<file path="src/design/gpio_port_pkg.sv">
// Constants for the shared parallel I/O port.
// Assumes a single system clock and a synchronous active-low reset.
package gpio_port_pkg;

  // ----------------------------------------------------------------------
  // Port geometry
  // ----------------------------------------------------------------------
  localparam int unsigned PORT_WIDTH = 16;

  // ----------------------------------------------------------------------
  // Reset values
  // ----------------------------------------------------------------------
  localparam logic [PORT_WIDTH-1:0] DIR_RESET   = 16'hffff;
  localparam logic [PORT_WIDTH-1:0] LATCH_RESET = 16'h0000;

  // ----------------------------------------------------------------------
  // Direction encoding
  // ----------------------------------------------------------------------
  localparam logic DIR_INPUT  = 1'b1;
  localparam logic DIR_OUTPUT = 1'b0;

  // ----------------------------------------------------------------------
  // Software access selectors
  // ----------------------------------------------------------------------
  typedef enum logic [1:0] {
    SEL_DIRECTION,
    SEL_LATCH,
    SEL_PIN_LEVEL,
    SEL_NONE
  } reg_sel_t;

endpackage

</file>
<file path="src/design/shared_parallel_io_port.sv">
// Shared parallel I/O port: direction, latch and pin-level registers,
// with per-pin output muxes that give enabled peripherals precedence.
// Assumes pads are synchronous to nothing; pin inputs are resynchronised.
`timescale 1ns/1ps

module shared_parallel_io_port
  import gpio_port_pkg::*;
#(
  parameter int unsigned              WIDTH       = PORT_WIDTH,
  parameter logic [PORT_WIDTH-1:0]    IMPL_MASK   = 16'hffff,
  parameter logic [PORT_WIDTH-1:0]    PERIPH_OUT  = 16'hffff
) (
  // Clock and reset
  input  wire logic              clk,
  input  wire logic              resetn,
  // Software access
  input  wire reg_sel_t          sw_sel,
  input  wire logic              sw_wr,
  input  wire logic [WIDTH-1:0]  sw_wdata,
  output logic [WIDTH-1:0]       sw_rdata,
  // Peripheral side
  input  wire logic [WIDTH-1:0]  periph_active,
  input  wire logic [WIDTH-1:0]  periph_out,
  // Pad cells
  input  wire logic [WIDTH-1:0]  pad_in,
  output logic [WIDTH-1:0]       pad_out,
  output logic [WIDTH-1:0]       pad_oe
);

  // ----------------------------------------------------------------------
  // Masks
  // ----------------------------------------------------------------------
  // Pins whose alternate function is input only never see the peripheral
  // mux, so PERIPH_OUT clears them (external_irq_line_four and the like).
  logic [WIDTH-1:0] impl_m;
  logic [WIDTH-1:0] share_m;
  assign impl_m  = IMPL_MASK[WIDTH-1:0];
  assign share_m = PERIPH_OUT[WIDTH-1:0] & impl_m;

  // ----------------------------------------------------------------------
  // Pin input synchroniser
  // ----------------------------------------------------------------------
  logic [WIDTH-1:0] pin_meta_r;
  logic [WIDTH-1:0] pin_sync_r;

  always_ff @(posedge clk) begin
    if (!resetn) begin
      pin_meta_r <= '0;
      pin_sync_r <= '0;
    end else begin
      pin_meta_r <= pad_in;
      pin_sync_r <= pin_meta_r;
    end
  end

  // ----------------------------------------------------------------------
  // Direction and latch registers
  // ----------------------------------------------------------------------
  logic [WIDTH-1:0] pin_direction_reg_r;
  logic [WIDTH-1:0] output_latch_reg_r;

  always_ff @(posedge clk) begin
    if (!resetn) begin
      pin_direction_reg_r <= DIR_RESET[WIDTH-1:0];
    end else if (sw_wr && sw_sel == SEL_DIRECTION) begin
      // Unimplemented bits held at input so they never drive
      pin_direction_reg_r <= sw_wdata | ~impl_m;
    end
  end

  always_ff @(posedge clk) begin
    if (!resetn) begin
      output_latch_reg_r <= LATCH_RESET[WIDTH-1:0];
    end else if (sw_wr && (sw_sel == SEL_LATCH ||
                           sw_sel == SEL_PIN_LEVEL)) begin
      output_latch_reg_r <= sw_wdata & impl_m;
    end
  end

  // ----------------------------------------------------------------------
  // Read path
  // ----------------------------------------------------------------------
  // Registered read costs a cycle but keeps every output on a flop.
  always_ff @(posedge clk) begin
    if (!resetn) begin
      sw_rdata <= '0;
    end else begin
      case (sw_sel)
        SEL_DIRECTION: sw_rdata <= pin_direction_reg_r & impl_m;
        SEL_LATCH:     sw_rdata <= output_latch_reg_r;
        SEL_PIN_LEVEL: sw_rdata <= pin_sync_r & impl_m;
        default:       sw_rdata <= '0;
      endcase
    end
  end

  // ----------------------------------------------------------------------
  // Output muxes
  // ----------------------------------------------------------------------
  logic [WIDTH-1:0] own_m;
  logic [WIDTH-1:0] port_oe;
  logic [WIDTH-1:0] oe_nxt;
  logic [WIDTH-1:0] out_nxt;

  assign own_m   = periph_active & share_m;
  assign port_oe = ~pin_direction_reg_r & impl_m;
  assign oe_nxt  = (own_m | port_oe) & impl_m;
  assign out_nxt = (own_m & periph_out) |
                   (~own_m & output_latch_reg_r);

  always_ff @(posedge clk) begin
    if (!resetn) begin
      pad_oe  <= '0;
      pad_out <= '0;
    end else begin
      pad_oe  <= oe_nxt;
      pad_out <= out_nxt;
    end
  end

  // ----------------------------------------------------------------------
  // Checks: reset, masks and pin synchroniser
  // ----------------------------------------------------------------------
  a_reset_all_input: assert property (
    @(posedge clk)
    !resetn |=> pad_oe == '0 && &(pin_direction_reg_r | ~impl_m))
    else $error("pins not inputs after reset");

  a_reset_out_quiet: assert property (
    @(posedge clk)
    !resetn |=> pad_out == '0 && sw_rdata == '0)
    else $error("pad data or read data not clear after reset");

  a_reset_latch_clear: assert property (
    @(posedge clk)
    !resetn |=> output_latch_reg_r == LATCH_RESET[WIDTH-1:0])
    else $error("latch not cleared by reset");

  a_unimpl_zero: assert property (
    @(posedge clk) disable iff (!resetn)
    (sw_rdata & ~impl_m) == '0 && (pad_oe & ~impl_m) == '0)
    else $error("unimplemented bit not zero");

  a_unimpl_dir_input: assert property (
    @(posedge clk) disable iff (!resetn)
    &(pin_direction_reg_r | impl_m))
    else $error("unimplemented direction bit left as output");

  a_unimpl_latch_zero: assert property (
    @(posedge clk) disable iff (!resetn)
    (output_latch_reg_r & ~impl_m) == '0)
    else $error("unimplemented latch bit set");

  a_unimpl_no_data: assert property (
    @(posedge clk) disable iff (!resetn)
    (pad_out & ~impl_m) == '0)
    else $error("unimplemented pad data set");

  a_sync_first_stage: assert property (
    @(posedge clk) disable iff (!resetn)
    ##1 1 |-> pin_meta_r == $past(pad_in))
    else $error("first sync stage missed the pad");

  a_sync_two_stage: assert property (
    @(posedge clk) disable iff (!resetn)
    ##1 1 |-> pin_sync_r == $past(pin_meta_r))
    else $error("second sync stage missed the first");

  // ----------------------------------------------------------------------
  // Checks: software access
  // ----------------------------------------------------------------------
  a_dir_write: assert property (
    @(posedge clk) disable iff (!resetn)
    sw_wr && sw_sel == SEL_DIRECTION
    |=> pin_direction_reg_r == ($past(sw_wdata) | ~impl_m))
    else $error("direction write lost");

  a_dir_hold: assert property (
    @(posedge clk) disable iff (!resetn)
    !(sw_wr && sw_sel == SEL_DIRECTION) |=> $stable(pin_direction_reg_r))
    else $error("direction changed without a write");

  a_dir_readback: assert property (
    @(posedge clk) disable iff (!resetn)
    sw_sel == SEL_DIRECTION
    |=> sw_rdata == ($past(pin_direction_reg_r) & impl_m))
    else $error("direction read wrong");

  a_latch_write: assert property (
    @(posedge clk) disable iff (!resetn)
    sw_wr && sw_sel == SEL_LATCH ##1 sw_sel == SEL_LATCH
    |=> sw_rdata == ($past(sw_wdata, 2) & impl_m))
    else $error("latch readback wrong");

  a_latch_direct: assert property (
    @(posedge clk) disable iff (!resetn)
    sw_wr && sw_sel == SEL_LATCH
    |=> output_latch_reg_r == ($past(sw_wdata) & impl_m))
    else $error("latch write lost");

  a_latch_read: assert property (
    @(posedge clk) disable iff (!resetn)
    sw_sel == SEL_LATCH |=> sw_rdata == $past(output_latch_reg_r))
    else $error("latch read did not return the latch");

  a_latch_hold: assert property (
    @(posedge clk) disable iff (!resetn)
    !(sw_wr && (sw_sel == SEL_LATCH || sw_sel == SEL_PIN_LEVEL))
    |=> $stable(output_latch_reg_r))
    else $error("latch changed without a write");

  a_none_write_ignored: assert property (
    @(posedge clk) disable iff (!resetn)
    sw_wr && sw_sel == SEL_NONE
    |=> $stable(output_latch_reg_r) && $stable(pin_direction_reg_r))
    else $error("unselected write changed a register");

  a_pin_write_latch: assert property (
    @(posedge clk) disable iff (!resetn)
    sw_wr && sw_sel == SEL_PIN_LEVEL
    |=> output_latch_reg_r == ($past(sw_wdata) & impl_m))
    else $error("pin-level write missed latch");

  a_pin_write_no_dir: assert property (
    @(posedge clk) disable iff (!resetn)
    sw_wr && sw_sel == SEL_PIN_LEVEL |=> $stable(pin_direction_reg_r))
    else $error("pin-level write changed direction");

  a_pin_read_sync: assert property (
    @(posedge clk) disable iff (!resetn)
    sw_sel == SEL_PIN_LEVEL && $past(resetn) && $past(resetn, 2)
    |=> sw_rdata == ($past(pad_in, 3) & impl_m))
    else $error("pin read mismatch");

  a_pin_read_mask: assert property (
    @(posedge clk) disable iff (!resetn)
    sw_sel == SEL_PIN_LEVEL |=> sw_rdata == ($past(pin_sync_r) & impl_m))
    else $error("pin read not from the synchroniser");

  // ----------------------------------------------------------------------
  // Checks: output muxes
  // ----------------------------------------------------------------------
  a_periph_owns_pin: assert property (
    @(posedge clk) disable iff (!resetn)
    ##1 1 |-> ((pad_out ^ $past(periph_out)) & $past(own_m)) == '0)
    else $error("active peripheral not driving its pin");

  a_periph_enable_pin: assert property (
    @(posedge clk) disable iff (!resetn)
    ##1 1 |-> ($past(own_m) & ~pad_oe) == '0)
    else $error("active peripheral pin not enabled");

  a_periph_by_input: assert property (
    @(posedge clk) disable iff (!resetn)
    ##1 1 |-> ((pad_out ^ $past(periph_out))
               & $past(periph_active & share_m)) == '0)
    else $error("port data reached a peripheral-owned pin");

  a_idle_periph_port: assert property (
    @(posedge clk) disable iff (!resetn)
    ##1 1 |-> (($past(~own_m & port_oe)) & ~pad_oe) == '0)
    else $error("idle peripheral blocked port driver");

  a_idle_periph_data: assert property (
    @(posedge clk) disable iff (!resetn)
    ##1 1 |-> ((pad_out ^ $past(output_latch_reg_r))
               & $past(~periph_active & share_m)) == '0)
    else $error("idle peripheral pin not fed from latch");

  a_shared_active_only: assert property (
    @(posedge clk) disable iff (!resetn)
    ##1 1 |-> ((pad_oe ^ $past(port_oe)) & $past(~periph_active)) == '0)
    else $error("inactive peripheral changed the pad enable");

  a_input_no_drive: assert property (
    @(posedge clk) disable iff (!resetn)
    ##1 1 |-> ($past(pin_direction_reg_r & ~own_m) & pad_oe) == '0)
    else $error("input pin driven by port");

  a_oe_needs_owner: assert property (
    @(posedge clk) disable iff (!resetn)
    ##1 1 |-> (pad_oe & ~$past(own_m | port_oe)) == '0)
    else $error("pad enabled with no owner");

  a_mux_pair_oe: assert property (
    @(posedge clk) disable iff (!resetn)
    ##1 1 |-> pad_oe == $past(((periph_active & share_m) |
                               ~pin_direction_reg_r) & impl_m))
    else $error("pad enable mux wrong");

  a_input_only_fn: assert property (
    @(posedge clk) disable iff (!resetn)
    ##1 1 |-> ((pad_oe ^ $past(port_oe)) & ~share_m) == '0)
    else $error("input-only pin lost port control");

  a_input_only_data: assert property (
    @(posedge clk) disable iff (!resetn)
    ##1 1 |-> ((pad_out ^ $past(output_latch_reg_r)) & ~share_m) == '0)
    else $error("input-only pin data not from latch");

  a_port_drives_latch: assert property (
    @(posedge clk) disable iff (!resetn)
    ##1 1 |-> ((pad_out ^ $past(output_latch_reg_r))
               & $past(port_oe & ~own_m)) == '0)
    else $error("port pin not driving latch");

  a_dir_out_drive: assert property (
    @(posedge clk) disable iff (!resetn)
    ##1 1 |-> ($past(~pin_direction_reg_r & impl_m) & ~pad_oe) == '0)
    else $error("output pin not enabled");

endmodule // shared_parallel_io_port

</file>
<file path="config.mk">
export PLATFORM = sky130hd
export DESIGN_NAME = shared_parallel_io_port
export DESIGN_NICKNAME = d
export VERILOG_FILES = /design/src/design/gpio_port_pkg.sv /design/src/design/shared_parallel_io_port.sv
export SDC_FILE = /design/constraint.sdc
export NUM_CORES = 1
export LEC_CHECK = 0
export ABC_AREA = 0
export BUFFER_PORTS_ARGS = -buffer_cell sky130_fd_sc_hd__buf_2
export CORE_AREA = 2 2 97 99
export CTS_CLUSTER_DIAMETER = 120
export DETAILED_ROUTE_END_ITERATION = 6
export DIE_AREA = 0 0 99 101
export PLACE_DENSITY_LB_ADDON = 0.08
export SYNTH_ARGS = -nofsm -noshare
export SYNTH_HDL_FRONTEND = slang
export SYNTH_SLANG_ARGS = --single-unit
</file>
<file path="constraint.sdc">
create_clock -name clk -period 1.4 [get_ports clk]
set_input_delay 0.21 -clock clk [delete_from_list [all_inputs] [get_ports clk]]
set_output_delay 0.21 -clock clk [all_outputs]
set_load 0.01 [all_outputs]
</file>
==> results.md, run 1 <==
- Largest net degree at the start of global routing: 65
- Top post-synthesis cells by area: dfxtp_1 57%, a21boi_0 6.1%, and2_1 5.1%
- # hold bufs at CTS: 0
- I/O pin count: 117
- Clock Skew: 8.02 ps
- Flops & latches, synth: 112
- Leading cell type in the layout, fill and taps excluded: buf_2
- Setup_tns: 0 ps
- Clock Sink Count: 112
- Final wirelength: 8.05 mm
- Initial Util: 0.440
- Synth warnings: 0
- Critical path buffer and inverter count: 1
- HP Class: primary input to flip-flop
- Total die area: 10000 um2
- Unrepaired setup endpoints after global routing: false
- Synth top area share: 0.568
- Number of global-route vias before repair: 2773
- # rows: 35
- Worst-skew pair later-pin latency: 350 ps
- Antenna diodes: 0
- Tot GR Track Use: 0.164
- CP arrival: 800 ps
- CTS resizes: 0
- Drt wl/cell: 13.4 um
- ANT nets after route: 0
- R2R cell count: 2
- Worst setup SP type: flip-flop
- Drt pass-1 iters: 6
- Critical Path Slowest Stage Cell: dfxtp_1
- Most frequent cells in the layout: 116 x buf_2, 112 x dfxtp_1, 32 x and2_1, 32 x a21boi_0, 18 x inv_1
- CP max stage delay: 330 ps
- Fmax: 0.986 GHz
- First DRT Iteration DRCs: 196
- Mapped cell area: 3950 um2
- CTS tree: done
- Die W: 99 um
- Synth unique cells: 21
- First-pass GRT wire length: 13.2 mm
- Worst VDD drop: 0.654 mV
- Pins over their slew limit: 0
- Relative slew slack: 0.761
- Min cycle time layout: 1010 ps
- Critical-path maximum fanout: 1
- Initial antenna violation count: 0
- Yosys top cell by area: dfxtp_1
- Nets: 556
- Final Hold Fails: 0
- CTS root buffer: clkbuf_8
- Multi-input gate area: 1500 um2
- Postcts setup bufs: 0
- Critical path class: flip-flop to primary output
- Vias per Instance: 4.88
- Maximum clock insertion buffer count: 2
- Final setup violation count: 0
- Reg area: 2240 um2
- Mapped Cells: 372
- DRC viols: 0
- PortBufs: 116
- Power Density: 1220 nW/um2
- R2r startpoint: pin_direction_reg_r[5]
- CP required: 1190 ps
- Overall Power: 5.95 mW
- Placer Congestion: 0.741
- TritonCTS Buffers: 9
- Worst min-delay path endpoint: pin_meta_r[11]
- Sequential element share of the synthesized area: 0.568
- CP cell instances: buf_2
- Dpl hpwl: 5.55 mm
- Leak Pwr: 2.35 nW
- Clock transition at path regs: 100 ps
- Mapped Avg Cell Area: 10.6 um2
- Cell family with most CP delay: flip-flops
- H-tree levels: 3
- Max-cap violations: 0
- Outcome: finished clean
- Fin crit share: 0.725
- R2r endpoint: sw_rdata[5]
- CORE AREA: 8980 um2
- GR Overflow Total: 0
- Hold_sp: pad_in[11]
- Mapped Nets: 445
- Filler cells: 841
- Slew @ Worst Pin: 358 ps
- Area Growth Syn to Fin: 23.4%
- Share of cells above drive strength 1: 0.293
- Reg-to-reg setup timing slack: 550 ps
- DR vias: 2923
- Crit. End Element: primary output
- Final Core Density: 0.543
- Hold Path Stages: 2
- Die Span Y: 101 um
## cells in the mapped netlist (all sizes together)
cell / number
nand2b: 1
mux2i: 16
buf: 13
o21ai: 16
a21boi: 32
and3b: 16
ha: 4
dfxtp: 112
a222oi: 16
a21oi: 16
clkbuf: 16
inv: 18
nor2b: 16
and2: 32
o21a: 16
nor2: 16
and3: 16
## per-stage QoR
| stage | hold WS, ps | instance area, um2 | std cells | setup WS, ps |
|---|---|---|---|---|
| after detailed placement | 418 | 4670 | 583 | 48.1 |
| after floorplan | 332 | 3950 | 372 | 202 |
| final | 56.3 | 4870 | 599 | 385 |
| after global placement | 415 | 4670 | 583 | 65.0 |
| after CTS | 38.4 | 4870 | 599 | 352 |
| after global routing | 42.7 | 4870 | 599 | 325 |
## how the worst max path moves through the flow
stage                             from                endpoint  cells after the start
after floorplan              sw_sel[0]             sw_rdata[0]                      6
after global placement       sw_sel[0]             sw_rdata[3]                      6
after detailed placement     sw_sel[0]  output_latch_reg_r[10]                      6
after CTS                 sw_rdata[15]            sw_rdata[15]                      1
after global routing         sw_sel[0]             sw_rdata[5]                      6
final                     sw_rdata[15]            sw_rdata[15]                      1
## area by class of cell
type                            count  share of cell area
Clock inverter                      4              0.0110
Tap cell                          111              0.0285
Clock buffer                       12              0.0298
Sequential cell                   112               0.460
Inverter                           18              0.0139
Timing Repair Buffer              129               0.149
Multi-Input combinational cell    213               0.307
## registers in the layout (all words and copies together), names as in the netlist
| register | flops |
|---|---|
| pad_out | 16 |
| pin_meta_r | 16 |
| output_latch_reg_r | 16 |
| sw_rdata | 16 |
| pad_oe | 16 |
| pin_direction_reg_r | 16 |
| pin_sync_r | 16 |
## cells by family after synthesis
| family | share of synthesized area |
|---|---|
| AOI/OAI and AO/OA | 0.172 |
| adders and majority gates | 0.0127 |
| buffers and inverters | 0.0532 |
| DFF | 0.568 |
| muxes | 0.0405 |
| and+or+nand+nor | 0.154 |
## per-layer routing
layer  share of wire  vias up  track usage  routed length [um]
li1                -     1492            -                   -
met1            0.47     1317        0.227                3790
met3           0.070       14       0.0347                 566
met2            0.44      100        0.248                3560
met5               0        -            0                   0
met4           0.016        0       0.0695                 132
## where the power goes
part	leakage (nW)	internal, mW	switching [mW]
clock	0.0928	0.883	1.02
sequential	0.923	3.35	0.0620
combinational	1.34	0.324	0.310
Note: power is estimated with default switching activity, not from simulation.
==> run 2: changes to the inputs <==
- clock period: 1.4 -> 0.8 ns (I/O delays scaled with it)
==> run 2 against run 1 <==
  * The run now ends with setup timing left
  * Non-clock buffer count is 53 higher
  * Sequential power is 75% higher
  * Power is 79% higher
  * Cell area is 16% higher
  * Combinational power is 140% higher
  * Clock skew hardly changed
  * Via count is 9.4% higher
  * Critical path depth stayed put
  * Cell count is 8.8% higher
  * Worst setup slack worse by 530 ps
  * Critical path type unchanged
  * Critical endpoint is now sw_rdata[6]
==> results.md, run 2 (synthesis results as in run 1) <==
- CP arrival: 820 ps (+20 ps)
- Die W: 99 um (unchanged)
- Number of global-route vias before repair: 2981 (+7.5%)
- Critical-path maximum fanout: 1 (unchanged)
- Max-cap violations: 0 (unchanged)
- Clock transition at path regs: 110 ps (about the same)
- Drt wl/cell: 14.4 um (+6.8%)
- DRC viols: 0 (unchanged)
- Largest net degree at the start of global routing: 41 (-37%)
- CP max stage delay: 340 ps (about the same)
- R2r startpoint: pin_direction_reg_r[3]
- Maximum clock insertion buffer count: 2 (unchanged)
- Fin crit share: 1.18
- Critical path buffer and inverter count: 1 (unchanged)
- Nets: 609 (+9.5%)
- Most frequent cells in the layout: 101 x buf_2, 82 x dfxtp_1, 36 x dlygate4sd3_1, 32 x and2_1, 30 x dfxtp_2
- Clock Sink Count: 112 (unchanged)
- Hold slack: 6.73 ps (-49.5 ps)
- H-tree levels: 3 (unchanged)
- Setup_tns: -6240 ps (-6240 ps)
- Setup ws final: -141 ps (-526 ps)
- Final setup violation count: 55 (+55)
- DR vias: 3198 (+9.4%)
- Leak Pwr: 2.61 nW (+11%)
- Worst VDD drop: 0.948 mV (+45%)
- Critical Path Slowest Stage Cell: dfxtp_2
- Antenna diodes: 0 (unchanged)
- Die Span Y: 101 um (unchanged)
- GR Overflow Total: 0 (unchanged)
- Clock Skew: 8.26 ps (+0.241 ps)
- Share of cells above drive strength 1: 0.394 (+0.101)
- CTS root buffer: clkbuf_8
- Slew @ Worst Pin: 411 ps (+52.9 ps)
- Post-Layout Cell Count: 652 (+8.8%)
- Critical path class: flip-flop to primary output
- Fmax: 1.06 GHz
- First-pass GRT wire length: 15.0 mm (+13%)
- Min cycle time layout: 941 ps
- Crit. End Element: primary output
- DP Worst Slack: -469 ps (-517 ps)
- Relative slew slack: 0.726 (-0.0353)
- Total die area: 10000 um2 (unchanged)
- Pins over their slew limit: 0 (unchanged)
- Filler cells: 743 (-12%)
- CP required: 680 ps (-510 ps)
- Worst setup path start: sw_rdata[6]
- CORE AREA: 8980 um2 (unchanged)
- R2R cell count: 2 (unchanged)
- Final Instance Area: 5670 um2 (+16%)
- TritonCTS Buffers: 9 (unchanged)
- Unrepaired setup endpoints after global routing: true
- Final wirelength: 9.36 mm (+16%)
- Tot GR Track Use: 0.188 (+0.0241)
- Critical path depth in cells: 1 (unchanged)
- Initial Util: 0.440 (unchanged)
- HP Class: primary input to flip-flop
- Leading cell type in the layout, fill and taps excluded: buf_2
- Drt pass-1 iters: 7 (+1)
- First DRT Iteration DRCs: 189 (-3.6%)
- Dpl hpwl: 5.67 mm (+2.1%)
- Worst setup SP type: flip-flop
- Hold Path Stages: 3 (+1)
- Cell family with most CP delay: flip-flops
- Initial antenna violation count: 0 (unchanged)
- Hold_sp: periph_out[2]
- Failing checks: setup timing
- Outcome: finished with violations
- Reg-to-reg setup timing slack: -50 ps (-600 ps)
- I/O pin count: 117 (unchanged)
- Power Density: 1880 nW/um2 (+54%)
- ANT nets after route: 0 (unchanged)
- PortBufs: 116 (unchanged)
- Placer Congestion: 0.773 (+4.3%)
- DP Cell Count: 596 (+2.2%)
- # rows: 35 (unchanged)
- Area Growth Syn to Fin: 43.6%
- CTS tree: done
- CP cell instances: buf_6
- Cell Area, Placed: 4940 um2 (+5.8%)
- Final Hold Fails: 0 (unchanged)
- Vias per Instance: 4.90 (+0.51%)
- Worst-skew pair later-pin latency: 370 ps (+20 ps)
[run 2: cell count changes in the layout (fill, tap and decap cells not counted), sizes merged]
cell	previous run	this run
buf	129	146
inv	18	21
clkinvlp	2	1
clkbuf	12	9
dlygate4sd3	0	36
clkinv	1	3
bufinv	1	0
[run 2: metrics by stage]
stage | power [mW] | util
after detailed placement | 7.38 | 0.551
final | 10.7 | 0.632
after global placement | 7.36 | 0.551
after global routing | 11.2 | 0.632
after floorplan | 6.80 | -
after CTS | 10.7 | 0.622
[run 2: per-layer routing]
layer	up-vias	global-route usage	share of wire	wire (um)
met5	-	0	0	0
met1	1482	0.266	0.47	4380
met2	106	0.292	0.46	4300
met3	8	0.0361	0.062	585
li1	1602	-	-	-
met4	0	0.0569	0.011	99
[run 2: path summary, 6_finish.rpt]
check,end
worst max-delay path,sw_rdata[6]
worst min register to register,pin_sync_r[5]
worst max register to register,sw_rdata[3]
worst min-delay path,pad_out[2]
[run 2: power breakdown]
group / total (mW) / switching, mW / internal (mW)
logic: 1.52 / 0.656 / 0.863
clock network: 3.16 / 1.98 / 1.17
registers: 5.98 / 0.112 / 5.87
total: 10.7 / 2.75 / 7.91
[run 2: worst register-to-register path, delay by kind of cell (launching register included)]
family | cells | cell delay (ps)
DFF | 1 | 340
AOI/OAI and AO/OA | 1 | 320
and+or+nand+nor | 1 | 80
[run 2: final cells by class]
type | count | area, um2 | area share
clock buffers | 9 | 124 | 0.0218
clock inverters | 7 | 55.1 | 0.00970
well taps | 111 | 139 | 0.0245
flip-flops and latches | 112 | 2280 | 0.402
repair buffers | 182 | 1390 | 0.245
multi-input cells | 213 | 1590 | 0.281
inverters | 18 | 92.6 | 0.0163
[run 2: what timing repair did]
action / 4_1_cts / 5_1_grt
setup buffers: 4 / 0
endpoints found under the hold margin: 36 / 0
pin swaps: 19 / 0
gates resized for setup: 15 / 40
setup endpoints to repair: 73 / 77
hold buffers: 36 / 0
==> run 3: changes to the inputs <==
- PLACE_DENSITY_LB_ADDON: 0.08 -> 0.25
==> run 3 against run 2 <==
  * The flow still finishes with violations (setup timing)
  * Register-to-register slack about the same
  * Non-clock buffer count shrank 14
  * Die area unchanged
  * Combinational power is essentially flat
  * Wire length increased by 0.26%
  * Cell area is 0.95% lower
  * Critical path type unchanged
  * Highest routed layer unchanged
==> results.md, run 3 (synthesis results as in run 1) <==
- Outcome: finished with violations
- Failing checks: setup timing
- Min cycle time layout: 935 ps (-5.91 ps)
- DP Cell Count: 596 (unchanged)
- Critical path buffer and inverter count: 1 (unchanged)
- Worst VDD drop: 1.15 mV (+21%)
- CP cell instances: buf_6
- CP required: 680 ps (about the same)
- Relative slew slack: 0.713 (-0.0134)
- CTS root buffer: clkbuf_8
- First-pass GRT wire length: 14.6 mm (-2.6%)
- CP max stage delay: 350 ps (about the same)
- Nets: 595 (-2.3%)
- Worst setup SP type: flip-flop
- CORE AREA: 8980 um2 (unchanged)
- Drt pass-1 iters: 4 (-3)
- Drt wl/cell: 14.7 um (+2.5%)
- Setup ws final: -135 ps (+5.91 ps)
- CTS tree: done
- Dpl hpwl: 5.89 mm (+3.8%)
- Pins over their slew limit: 0 (unchanged)
- PortBufs: 116 (unchanged)
- Number of global-route vias before repair: 2987 (+0.20%)
- Vias per Instance: 4.99 (+1.7%)
- Worst-skew pair later-pin latency: 360 ps (about the same)
- R2R cell count: 2 (unchanged)
- Final setup violation count: 60 (+9.1%)
- Crit. End Element: primary output
- I/O pin count: 117 (unchanged)
- Antenna diodes: 0 (unchanged)
- DR vias: 3182 (-0.50%)
- Critical path class: flip-flop to primary output
- Clock Sink Count: 112 (unchanged)
- HP Class: primary input to flip-flop
- Unrepaired setup endpoints after global routing: true
- Clock transition at path regs: 120 ps (about the same)
- Initial antenna violation count: 0 (unchanged)
- TritonCTS Buffers: 9 (unchanged)
- Share of cells above drive strength 1: 0.427 (+0.0332)
- Initial Util: 0.440 (unchanged)
- DRC viols: 0 (unchanged)
- Placer Congestion: 0.712 (-7.9%)
- Maximum clock insertion buffer count: 2 (unchanged)
- Total die area: 10000 um2 (unchanged)
- ANT nets after route: 0 (unchanged)
- DP Worst Slack: -445 ps (+23.3 ps)
- Leak Pwr: 2.58 nW (-1.5%)
- Fin crit share: 1.17 (-0.00739)
- Post-Layout Cell Count: 638 (-2.1%)
- Power Density: 1950 nW/um2 (+4.0%)
- Max-cap violations: 0 (unchanged)
- Leading cell type in the layout, fill and taps excluded: buf_2
- Most frequent cells in the layout: 96 x buf_2, 73 x dfxtp_1, 39 x dfxtp_2, 32 x and2_1, 23 x a21boi_0
- Die W: 99 um (unchanged)
- Die Span Y: 101 um (unchanged)
- Fmax: 1.07 GHz (+0.63%)
- H-tree levels: 3 (unchanged)
- Critical Path Slowest Stage Cell: dfxtp_2
- # rows: 35 (unchanged)
- Cell Area, Placed: 4940 um2 (unchanged)
- Critical-path maximum fanout: 1 (unchanged)
- Critical path depth in cells: 1 (unchanged)
- Final Instance Area: 5620 um2 (-0.95%)
- GR Overflow Total: 0 (unchanged)
- Tot GR Track Use: 0.184 (-0.00413)
- Hold slack: 12.4 ps (+5.71 ps)
- Hold Path Stages: 3 (unchanged)
- Slew @ Worst Pin: 431 ps (+20.1 ps)
- Largest net degree at the start of global routing: 38 (-7.3%)
- Cell family with most CP delay: flip-flops
- Final Hold Fails: 0 (unchanged)
- Clock Skew: 15.0 ps (+6.76 ps)
- Area Growth Syn to Fin: 42.3%
- First DRT Iteration DRCs: 145 (-23%)
- Final wirelength: 9.39 mm (+0.26%)
- CP arrival: 820 ps (about the same)
run 3: tightest hold or removal path, delay by kind of cell:
family	cells	cell delay (ps)
mux	1	60
simple gates	1	100
buf+inv	1	70
run 3: worst paths after layout:
| kind | startpoint | endpoint | slack, ps |
|---|---|---|---|
| worst max-delay path | sw_rdata[13] | sw_rdata[13] | -140 |
| worst min-delay path | periph_out[11] | pad_out[11] | 10 |
| worst max register to register | pin_direction_reg_r[9] | sw_rdata[9] | -50 |
| worst min register to register | pin_meta_r[8] | pin_sync_r[8] | 440 |
run 3: final cells by class:
type,instances,area [um2]
well taps,111,139
clock inverters,7,87.6
repair buffers,168,1280
fillers,738,3360
inverters,18,92.6
clock buffers,9,124
multi-input cells,213,1610
flip-flops and latches,112,2290
run 3: per-stage QoR:
step / total power, mW / setup TNS, ps / utilization
floorplan: 6.80 / -4960 / -
global placement: 7.34 / -18080 / 0.551
detailed placement: 7.38 / -20090 / 0.551
CTS: 11.0 / -6690 / 0.609
global route: 11.5 / -8570 / 0.626
finish: 11.0 / -5770 / 0.626
run 3: where the power goes:
part	internal [mW]	leakage [nW]	switching (mW)
Combinational	0.835	1.54	0.656
Clock	1.52	0.108	1.98
Sequential	5.87	0.926	0.115
Total	8.23	2.58	2.75
run 3: timing repair:
item | in CTS | in global routing
pin swaps | 19 | 0
gates resized for setup | 16 | 57
cloned | 0 | 0
endpoints found under the setup margin | 91 | 82
hold endpoints to repair | 21 | 1
hold buffers | 21 | 1
buffers inserted | 4 | 0
run 3: routing by layer:
| layer | wire length, um | up-vias | track usage |
|---|---|---|---|
| met1 | 4250 | 1497 | 0.248 |
| met5 | 0 | - | 0 |
| met4 | 57 | 0 | 0.0443 |
| li1 | - | 1577 | - |
| met2 | 4600 | 103 | 0.300 |
| met3 | 483 | 5 | 0.0430 |
